--- src/shared/tcp_pkg.sv ---
//////////////////////////////////////////////////////////////////////////////
// Purpose: Constants, register map and types of the timer/counter/PWM block.
// Assumes: 16-bit register port, word indexed, one clock domain.
// Notes:   Shared by the timer core and its prescaler.
//////////////////////////////////////////////////////////////////////////////
package tcp_pkg;

   localparam int DATA_W = 16;
   localparam int ADDR_W = 3;
   localparam int PRESC_SEL_W = 3;
   localparam int PRESC_CNT_W = 7;

   // Register indices on the register port.
   localparam logic [ADDR_W-1:0] REG_CTRL = 3'h0;
   localparam logic [ADDR_W-1:0] REG_COUNT = 3'h1;
   localparam logic [ADDR_W-1:0] REG_RELOAD = 3'h2;
   localparam logic [ADDR_W-1:0] REG_MATCH = 3'h3;
   localparam logic [ADDR_W-1:0] REG_STATUS = 3'h4;

   // Values after reset and special counts.
   localparam logic [DATA_W-1:0] COUNT_RST = 16'h0001;
   localparam logic [DATA_W-1:0] COUNT_RESTART = 16'h0001;
   localparam logic [DATA_W-1:0] COUNT_ALL_ONES = 16'hffff;
   localparam logic [DATA_W-1:0] RELOAD_RST = 16'h0000;
   localparam logic [DATA_W-1:0] MATCH_RST = 16'h0000;
   localparam logic [DATA_W-1:0] DATA_ZERO = 16'h0000;
   localparam logic [PRESC_CNT_W-1:0] PRESC_CNT_RST = 7'h00;

   // Operating modes held in the control register.
   localparam logic [1:0] MODE_COUNTER = 2'h0;
   localparam logic [1:0] MODE_PWM = 2'h1;
   localparam logic [1:0] MODE_CAPTURE = 2'h2;

   // Control register layout, bit 7 down to bit 0.
   typedef struct packed {
      logic enable;
      logic out_en;
      logic output_polarity_select;
      logic [1:0] mode;
      logic [PRESC_SEL_W-1:0] prescale;
   } tcp_ctrl_t;

   localparam int CTRL_W = 8;
   localparam tcp_ctrl_t CTRL_RST = 8'h00;

endpackage

--- src/verilog/tcp_prescaler.sv ---
//////////////////////////////////////////////////////////////////////////////
// Purpose: Power-of-two prescaler giving one tick per 1 to 128 clocks.
// Assumes: Select value n divides by two to the power n.
// Notes:   The divider restarts whenever it is not enabled.
//////////////////////////////////////////////////////////////////////////////
`timescale 1ns/1ps
`default_nettype none
module tcp_prescaler
   import tcp_pkg::*;
(
   input wire logic core_clk_i,
   input wire logic rst_n_i,
   input wire logic enable_i,
   input wire logic [PRESC_SEL_W-1:0] sel_i,
   output logic tick_o
);

   logic [PRESC_CNT_W-1:0] div_cnt;
   logic [PRESC_CNT_W-1:0] next_div_cnt;
   logic [PRESC_CNT_W-1:0] mask;

   always_comb begin
      mask = PRESC_CNT_W'((8'h01 << sel_i) - 8'h01);
      tick_o = enable_i && ((div_cnt & mask) == mask);
      if (!enable_i) begin
         next_div_cnt = PRESC_CNT_RST;
      end else begin
         next_div_cnt = div_cnt + 7'h01;
      end
   end

   always_ff @(posedge core_clk_i) begin
      if (!rst_n_i) begin
         div_cnt <= PRESC_CNT_RST;
      end else begin
         div_cnt <= next_div_cnt;
      end
   end

endmodule
`default_nettype wire

--- src/verilog/tcp_timer.sv ---
//////////////////////////////////////////////////////////////////////////////
// Purpose: 16-bit timer with Counter, PWM and Capture modes.
// Assumes: Timer input is synchronous to core_clk_i; registers on a plain port.
// Notes:   Read data appear in the cycle after the read strobe only.
//
// Functional notes
// [RULE_01] Count is 16 bits, wraps from all ones to zero and keeps counting.
// [RULE_02] Prescale divides the count clock by 1 up to 128.
// [RULE_03] Counter mode counts the selected rising or falling timer input edge.
// [RULE_04] Counter mode edge selection also sets the initial timer output level.
// [RULE_05] Counter mode start count applies once; after reload counting restarts at one.
// [RULE_06] Input transitions seen equal current count minus start count.
// [RULE_07] Software selects edge, start, reload, interrupt, pins, then enables.
// [RULE_08] PWM mode counts prescaled clocks and toggles output at the match value.
// [RULE_09] PWM reload requests an interrupt, sets count to one, keeps counting.
// [RULE_10] Polarity one: output starts high, low at match, high at reload.
// [RULE_11] Polarity zero: output starts low, high at match, low at reload.
// [RULE_12] PWM start count affects only the first period; later ones start at one.
// [RULE_13] Software keeps reload strictly above the match value.
// [RULE_14] Software disables, configures, writes start, match, reload, then enables.
// [RULE_15] PWM period equals reload times prescale over the clock frequency.
// [RULE_16] A start count other than one makes the first period start to reload.
// [RULE_17] Polarity zero high fraction is reload minus match over reload.
// [RULE_18] Polarity one high fraction is match over reload.
// [RULE_19] Capture mode copies the count into the match register on the input edge.
// [RULE_20] Capture mode polarity selects rising or falling capture edge.
// [RULE_21] Counter mode reload requests an interrupt and toggles an enabled output.
// [RULE_22] Every capture requests an interrupt.
//////////////////////////////////////////////////////////////////////////////
`timescale 1ns/1ps
`default_nettype none
module tcp_timer
   import tcp_pkg::*;
(
   input wire logic core_clk_i,
   input wire logic rst_n_i,
   input wire logic [ADDR_W-1:0] reg_addr_i,
   input wire logic [DATA_W-1:0] reg_wdata_i,
   input wire logic reg_wr_i,
   input wire logic reg_rd_i,
   output logic [DATA_W-1:0] reg_rdata_o,
   input wire logic tin_i,
   output logic tout_o,
   output logic tout_oe_o,
   output logic irq_o
);

   ////////////////////////////////////////////////////////////////////////////
   // State.

   tcp_ctrl_t ctrl;
   tcp_ctrl_t next_ctrl;
   logic [DATA_W-1:0] count;
   logic [DATA_W-1:0] next_count;
   logic [DATA_W-1:0] reload;
   logic [DATA_W-1:0] next_reload;
   logic [DATA_W-1:0] match;
   logic [DATA_W-1:0] next_match;
   logic [DATA_W-1:0] next_rdata;
   logic next_tout;
   logic next_irq;
   logic tin_q;

   logic presc_tick;
   logic in_rise;
   logic in_fall;
   logic sel_edge;
   logic tick;
   logic at_reload;
   logic [DATA_W-1:0] count_inc;
   logic wr_count;

   ////////////////////////////////////////////////////////////////////////////
   // Count clock sources.

   // The prescaler runs only in the clock-counting modes.
   tcp_prescaler u_presc (
      .core_clk_i(core_clk_i),
      .rst_n_i(rst_n_i),
      .enable_i(ctrl.enable && (ctrl.mode != MODE_COUNTER)),
      .sel_i(ctrl.prescale),
      .tick_o(presc_tick)
   );

   always_comb begin
      in_rise = tin_i && !tin_q;
      in_fall = !tin_i && tin_q;
      // Polarity zero selects the rising edge, one the falling edge.
      sel_edge = ctrl.output_polarity_select ? in_fall : in_rise; // [RULE_03] [RULE_20]
      if (ctrl.mode == MODE_COUNTER) begin
         tick = ctrl.enable && sel_edge; // [RULE_03]
      end else begin
         tick = presc_tick; // [RULE_02] [RULE_08] [RULE_19]
      end
      at_reload = (count == reload);
      count_inc = count + 16'h0001; // [RULE_01]
      wr_count = reg_wr_i && (reg_addr_i == REG_COUNT);
   end

   ////////////////////////////////////////////////////////////////////////////
   // Next-state logic.

   always_comb begin
      next_ctrl = ctrl;
      next_count = count;
      next_reload = reload;
      next_match = match;
      next_tout = tout_o;
      next_irq = 1'b0;
      next_rdata = DATA_ZERO;

      if (!ctrl.enable) begin
         // Idle output holds the polarity level as the starting level.
         next_tout = ctrl.output_polarity_select; // [RULE_04] [RULE_10] [RULE_11]
      end else if (tick) begin
         if (at_reload) begin
            next_count = COUNT_RESTART; // [RULE_05] [RULE_09] [RULE_12] [RULE_16]
            next_irq = 1'b1; // [RULE_09] [RULE_21]
            if (ctrl.mode == MODE_PWM) begin
               next_tout = ctrl.output_polarity_select; // [RULE_10] [RULE_11] [RULE_15]
            end else if (ctrl.mode == MODE_COUNTER && ctrl.out_en) begin
               next_tout = !tout_o; // [RULE_21]
            end
         end else begin
            next_count = count_inc; // [RULE_01] [RULE_06]
            // The output flips on the tick that leaves the match count, so polarity zero
            // is high for reload minus match counts and polarity one for match counts.
            if (ctrl.mode == MODE_PWM && count == match) begin
               next_tout = !ctrl.output_polarity_select; // [RULE_08] [RULE_17] [RULE_18]
            end
         end
      end

      // Register writes; the count written is the start value for one pass.
      if (reg_wr_i) begin
         unique case (reg_addr_i)
            REG_CTRL: next_ctrl = tcp_ctrl_t'(reg_wdata_i[CTRL_W-1:0]);
            REG_COUNT: next_count = reg_wdata_i; // [RULE_05] [RULE_12]
            REG_RELOAD: next_reload = reg_wdata_i;
            REG_MATCH: next_match = reg_wdata_i;
            default: next_ctrl = ctrl;
         endcase
      end

      // A capture beats a simultaneous software write of the match register.
      if (ctrl.enable && ctrl.mode == MODE_CAPTURE && sel_edge) begin
         next_match = count; // [RULE_19] [RULE_20]
         next_irq = 1'b1; // [RULE_22]
      end

      if (reg_rd_i) begin
         unique case (reg_addr_i)
            REG_CTRL: next_rdata = {{(DATA_W-CTRL_W){1'b0}}, ctrl};
            REG_COUNT: next_rdata = count;
            REG_RELOAD: next_rdata = reload;
            REG_MATCH: next_rdata = match;
            REG_STATUS: next_rdata = {14'h0000, tout_o, ctrl.enable};
            default: next_rdata = DATA_ZERO;
         endcase
      end
   end

   ////////////////////////////////////////////////////////////////////////////
   // Registers.

   always_ff @(posedge core_clk_i) begin
      if (!rst_n_i) begin
         ctrl <= CTRL_RST;
         count <= COUNT_RST;
         reload <= RELOAD_RST;
         match <= MATCH_RST;
         tout_o <= 1'b0;
         tout_oe_o <= 1'b0;
         irq_o <= 1'b0;
         reg_rdata_o <= DATA_ZERO;
         tin_q <= 1'b0;
      end else begin
         ctrl <= next_ctrl;
         count <= next_count;
         reload <= next_reload;
         match <= next_match;
         tout_o <= next_tout;
         tout_oe_o <= next_ctrl.out_en;
         irq_o <= next_irq;
         reg_rdata_o <= next_rdata;
         tin_q <= tin_i;
      end
   end

   ////////////////////////////////////////////////////////////////////////////
   // Assertions.

   property p_wrap;
      @(posedge core_clk_i) disable iff (!rst_n_i)
      (tick && ctrl.enable && count == COUNT_ALL_ONES && !at_reload && !wr_count)
         |=> (count == DATA_ZERO);
   endproperty
   a_wrap: assert property (p_wrap) else $error("count did not wrap to zero"); // [RULE_01]

   property p_presc_div2;
      @(posedge core_clk_i) disable iff (!rst_n_i)
      (presc_tick && ctrl.prescale == 3'h1 && !reg_wr_i) ##1 !reg_wr_i
         |-> !presc_tick ##1 presc_tick;
   endproperty
   a_presc_div2: assert property (p_presc_div2) else $error("prescale by two broken"); // [RULE_02]

   property p_cnt_edge;
      @(posedge core_clk_i) disable iff (!rst_n_i)
      (ctrl.enable && ctrl.mode == MODE_COUNTER && sel_edge && !at_reload && !wr_count)
         |=> (count == $past(count_inc));
   endproperty
   a_cnt_edge: assert property (p_cnt_edge) else $error("edge not counted"); // [RULE_03]

   property p_init_level;
      @(posedge core_clk_i) disable iff (!rst_n_i)
      !ctrl.enable |=> (tout_o == $past(ctrl.output_polarity_select));
   endproperty
   a_init_level: assert property (p_init_level) else $error("idle output level wrong"); // [RULE_04]

   property p_reload_one;
      @(posedge core_clk_i) disable iff (!rst_n_i)
      (tick && at_reload && !wr_count) |=> (count == COUNT_RESTART) && irq_o;
   endproperty
   a_reload_one: assert property (p_reload_one) else $error("reload did not restart"); // [RULE_09]

   property p_pwm_match;
      @(posedge core_clk_i) disable iff (!rst_n_i)
      (ctrl.enable && ctrl.mode == MODE_PWM && tick && !at_reload && count == match
         && !reg_wr_i) |=> (tout_o == !$past(ctrl.output_polarity_select));
   endproperty
   a_pwm_match: assert property (p_pwm_match) else $error("no toggle at match"); // [RULE_08]

   property p_pwm_return;
      @(posedge core_clk_i) disable iff (!rst_n_i)
      (ctrl.enable && ctrl.mode == MODE_PWM && tick && at_reload)
         |=> (tout_o == $past(ctrl.output_polarity_select)) && irq_o;
   endproperty
   a_pwm_return: assert property (p_pwm_return) else $error("output not restored"); // [RULE_10]

   property p_capture;
      @(posedge core_clk_i) disable iff (!rst_n_i)
      (ctrl.enable && ctrl.mode == MODE_CAPTURE && sel_edge)
         |=> (match == $past(count)) && irq_o;
   endproperty
   a_capture: assert property (p_capture) else $error("capture missed"); // [RULE_19]

   property p_cnt_out;
      @(posedge core_clk_i) disable iff (!rst_n_i)
      (ctrl.enable && ctrl.out_en && ctrl.mode == MODE_COUNTER && tick && at_reload)
         |=> (tout_o != $past(tout_o));
   endproperty
   a_cnt_out: assert property (p_cnt_out) else $error("counter output not toggled"); // [RULE_21]

endmodule
`default_nettype wire

--- config.mk ---
export PLATFORM = sky130hd
export DESIGN_NAME = tcp_timer
export DESIGN_NICKNAME = d
export VERILOG_FILES = /design/src/shared/tcp_pkg.sv /design/src/verilog/tcp_prescaler.sv /design/src/verilog/tcp_timer.sv
export SDC_FILE = /design/constraint.sdc
export NUM_CORES = 1
export LEC_CHECK = 0
export BUFFER_PORTS_ARGS = -buffer_cell sky130_fd_sc_hd__buf_2
export CELL_PAD_IN_SITES_DETAIL_PLACEMENT = 1
export CELL_PAD_IN_SITES_GLOBAL_PLACEMENT = 1
export CORE_ASPECT_RATIO = 0.7
export CORE_MARGIN = 3
export CORE_UTILIZATION = 48
export CTS_BUF_LIST = sky130_fd_sc_hd__clkbuf_4 sky130_fd_sc_hd__clkbuf_8 sky130_fd_sc_hd__clkbuf_16
export DETAILED_ROUTE_END_ITERATION = 10
export PLACE_DENSITY_LB_ADDON = 0.1
export SLEW_MARGIN = 0
export SYNTH_ARGS = -nofsm -noshare
export SYNTH_HDL_FRONTEND = slang
export SYNTH_HIERARCHICAL = 1
export SYNTH_SLANG_ARGS = --single-unit
--- constraint.sdc ---
create_clock -name core_clk_i -period 3.3 [get_ports core_clk_i]
set_clock_uncertainty 0.05 [all_clocks]
set_input_delay 0.66 -clock core_clk_i [delete_from_list [all_inputs] [get_ports core_clk_i]]
set_output_delay 0.66 -clock core_clk_i [all_outputs]
set_load 0.1 [all_outputs]
==> results by stage <==
Worst setup path:
- The cell seen most often among critical-path stages is sky130_fd_sc_hd__nor2_1.
- The category of cells accounting for the largest share of critical-path delay is compound AO/OA/AOI/OAI gates.
- The cell with the largest stage delay on the worst path is sky130_fd_sc_hd__a211oi_1.
- On the worst path, the slowest cell contributes a delay of 680 ps.
- For the worst setup path, the data arrival time is 2920 ps.
- The critical path goes through nor2_1 -> nor2_1 -> a21boi_0 -> o221a_2 -> o21ai_2 -> a211oi_1 -> a31oi_1 -> o41ai_1.
- The peak fanout along the critical path is 9.
- The type of the worst setup path is flop to flop.
- The endpoint class of the critical path is a flop.
- STA classifies the critical path startpoint as a flop.
- For the worst setup path, the data required time is 3490 ps.
- The buffer and inverter count on the worst path is 0.

Die:
- The floorplan die width is 121 um.
- The floorplan step defined a die boundary enclosing 0.0105 sq mm.
- The total number of placement rows is 28.
- The effective utilization at floorplan is 0.510.
- The number of top-level design ports is 43.
- The die height is 86.7 um.
- The floorplan step defined a core boundary enclosing 0.00876 sq mm.

Route:
- The count of TritonRoute iterations in the first routing pass is 5.
- The remaining routing DRC violations is 0.
- The average wire per standard cell is 22.4 um.
- After the first detailed-routing iteration, the DRC count stood at 344.
- For this block, the routed nets add up to 15300 um of wire.
- The post-detailed-route count of antenna-violating nets is 0.
- The number of vias per cell is 6.26.
- The total number of vias is 4271.

Timing:
- The total setup violations reported at the end of the flow is 0.
- The worst path needs 2720 ps of the cycle, external delays included.
- The count of endpoints failing hold in the final timing report is 0.
- The achievable frequency is 0.367 GHz.
- At the pin with the least slew margin, the transition time is 947 ps.
- Setup repair after global routing left no endpoint under its margin.
- Of the available clock period, the critical path in the final layout requires 0.825.
- The number of max-slew violations in the final report is 0.
- Measured against its own limit, the worst slew margin works out to 0.364.
- After routing, the total negative slack on setup checks comes to 0 ps.

Power and ir drop:
- In this run the power density over the cells is 481 mW/mm^2.
- The largest vdd supply drop is 345 uV.
- Summed over all cells, the static leakage comes to 1.92 nW.
- Of the total power, the share spent switching nets is 0.236.
- The relative contribution of the clock network to total power is 0.491.
- Of the total power, registers draw 0.423.
- The share of total power dissipated in combinational logic is 0.086.
- The net switching component of the power is 579 uW.
- Cell internal power was estimated by the tool at 1.88 mW.

Logic synthesis:
- When the netlist entered floorplanning its net count stood at 560.
- In the post-synthesis netlist, the biggest area contributors are sky130_fd_sc_hd__dfxtp_1 37%, sky130_fd_sc_hd__mux2i_1 6.3%, sky130_fd_sc_hd__xnor2_1 5.7%, sky130_fd_sc_hd__nand2_1 5.5%, sky130_fd_sc_hd__a21oi_1 4.3%.
- A synthesized cell averages 8.37 sq um.
- For this run, the leading register cell type out of synthesis is sky130_fd_sc_hd__dfxtp_1.
- The sequential cell area fraction in the yosys report is 0.367.
- After technology mapping, the gate count stands at 534.
- In this run the cell area of the synthesized design comes to 0.00447 sq mm.
- The number of flops mapped to enable cells by yosys is 0.
- Yosys mapped the design onto 60 distinct sky130hd cell types.
- The number of storage elements in the synthesis netlist is 82.
- The share of synthesized area in the top cell type comes to 0.367.
- The fraction of registers with async set/reset is 0.
- Among all cell types in the netlist, the one instantiated most often is sky130_fd_sc_hd__dfxtp_1.
- Counting instances in the post-synthesis netlist gives the leading cell types as 82 x sky130_fd_sc_hd__dfxtp_1, 65 x sky130_fd_sc_hd__nand2_1, 39 x sky130_fd_sc_hd__nor2_1.
- Summed over all instances, the cell type with the most area after synthesis is sky130_fd_sc_hd__dfxtp_1.
- During synthesis, Yosys emitted a total of 6 warnings.

Layout:
- After the last flow step, the layout net total stands at 583.
- The number of inserted filler cells in the final layout is 1054.
- In the final layout, the share of cells above drive strength 1 is 0.185.
- From synthesis to final layout, the design area changed by 14.3%.
- The final antenna diode count is 0.
- The finished cells cover 0.00511 sq mm.

Global routing:
- The number of antenna violations at the first check in global routing was 0.
- The total global routing track utilization is 0.305.
- The global route total overflow is 0.
- The wire length of the first global-routing pass is 24400 um.
- The via count of the first global-routing pass is 4380.
- The maximum number of pins on one net before global-route repair is 30.

CTS:
- The clock net sink count is 82.
- The clock input transition at the sequential cells of the worst setup and hold paths is 60 ps.
- For the worst-skew pair, the clock arrives at the later sink with an insertion delay of 340 ps.
- The post-CTS setup buffer count is 0.
- The quantity of gates resized following cts is 0.
- The root buffer cell is sky130_fd_sc_hd__clkbuf_16.
- The TritonCTS clock tree is yes.
- The clock tree synthesis step divided the H-tree into 3 levels.
- The total of hold buffers inserted after clock tree synthesis is 0.
- The TritonCTS buffer count is 9.
- Counting along the longest clock path gives a buffer depth of 2.

Placed design:
- At the end of routability-driven placement, the weighted congestion stood at 0.920.
- In this run the cell area measured after placement is 0.00475 sq mm.
- Detailed placement ended at an HPWL of 10800 um.
- The number of buffer cells added on primary ports is 42.

Job:
- Across the run, the number of max-cap violations was 0.

Worst hold path:
- The path type of the worst min-delay path is flop to flop.

Status:
- The run finished with clean final reports.
state kept, by name, summed over array words and instances (netlist names):
signal and count:
ctrl 8, reg_rdata_o 16, tin_q 1, match 16
count 16, reload 16, u_presc/div_cnt 7, tout_o 1
irq_o 1
per-stage QoR:
step                      setup WS, ps   util  instances  hold slack [ps]  power (mW)
after global placement             786  0.542        666              414        1.26
final                              578  0.583        682              443        2.45
after floorplan                   1020      -        534              384        1.19
after global routing               367  0.583        682              469        2.53
after CTS                          671  0.583        682              449        2.46
after detailed placement           727  0.542        666              431        1.26
power by group through the flow:
stage                     Combinational, mW  Clock [mW]  Sequential (mW)
final                                 0.211        1.20             1.04
after global routing                  0.226        1.26             1.04
after CTS                             0.207        1.21             1.04
after detailed placement              0.203           0             1.06
after global placement                0.199           0             1.06
after floorplan                       0.139           0             1.05
metal layers:
| layer | track usage | vias to the layer above | routed length [um] |
|---|---|---|---|
| li1 | - | 1946 | - |
| met1 | 0.423 | 2123 | 7090 |
| met2 | 0.474 | 174 | 6680 |
| met3 | 0.0802 | 28 | 1270 |
| met4 | 0.0814 | 0 | 250 |
| met5 | 0 | - | 0 |
logic make-up after synthesis:
kind of cell | Yosys count | synth area share
adder cells (fa/ha/maj) | 2 | 0.00560
AND/OR/NAND/NOR | 185 | 0.211
flip-flops | 82 | 0.367
buffers and inverters | 53 | 0.0549
multiplexers | 39 | 0.0904
AO/OA/AOI/OAI | 136 | 0.191
XOR/XNOR | 37 | 0.0792
area by class of cell:
type | instances | area (sq um) | share of cell area
timing repair buffer | 58 | 343 | 0.0671
tap | 120 | 150 | 0.0294
clock inverter | 4 | 97.6 | 0.0191
sequential | 82 | 1640 | 0.321
clock buffer | 12 | 260 | 0.0510
inverter | 7 | 26.3 | 0.00514
multi-input combinational | 399 | 2590 | 0.507
cells in the final DEF (no fill, tap or decap), types with 12 or more instances in the layout:
| cell | instances |
|---|---|
| sky130_fd_sc_hd__a211oi_1 | 19 |
| sky130_fd_sc_hd__a21oi_1 | 38 |
| sky130_fd_sc_hd__a22oi_1 | 13 |
| sky130_fd_sc_hd__a31oi_1 | 15 |
| sky130_fd_sc_hd__and2_1 | 14 |
| sky130_fd_sc_hd__buf_2 | 42 |
| sky130_fd_sc_hd__buf_4 | 15 |
| sky130_fd_sc_hd__dfxtp_1 | 82 |
| sky130_fd_sc_hd__mux2i_1 | 28 |
| sky130_fd_sc_hd__nand2_1 | 65 |
| sky130_fd_sc_hd__nand3_1 | 12 |
| sky130_fd_sc_hd__nor2_1 | 39 |
| sky130_fd_sc_hd__o21ai_0 | 18 |
| sky130_fd_sc_hd__xnor2_1 | 29 |
final timing paths:
kind	depth (start not counted)	end	startpoint	slack (ps)
max	8	count[9]	ctrl[3]	580
min	1	u_presc/div_cnt[0]	u_presc/div_cnt[0]	440
max reg2reg	8	count[9]	ctrl[3]	580
min reg2reg	1	u_presc/div_cnt[0]	u_presc/div_cnt[0]	440
(Power assumes the default switching activity.)
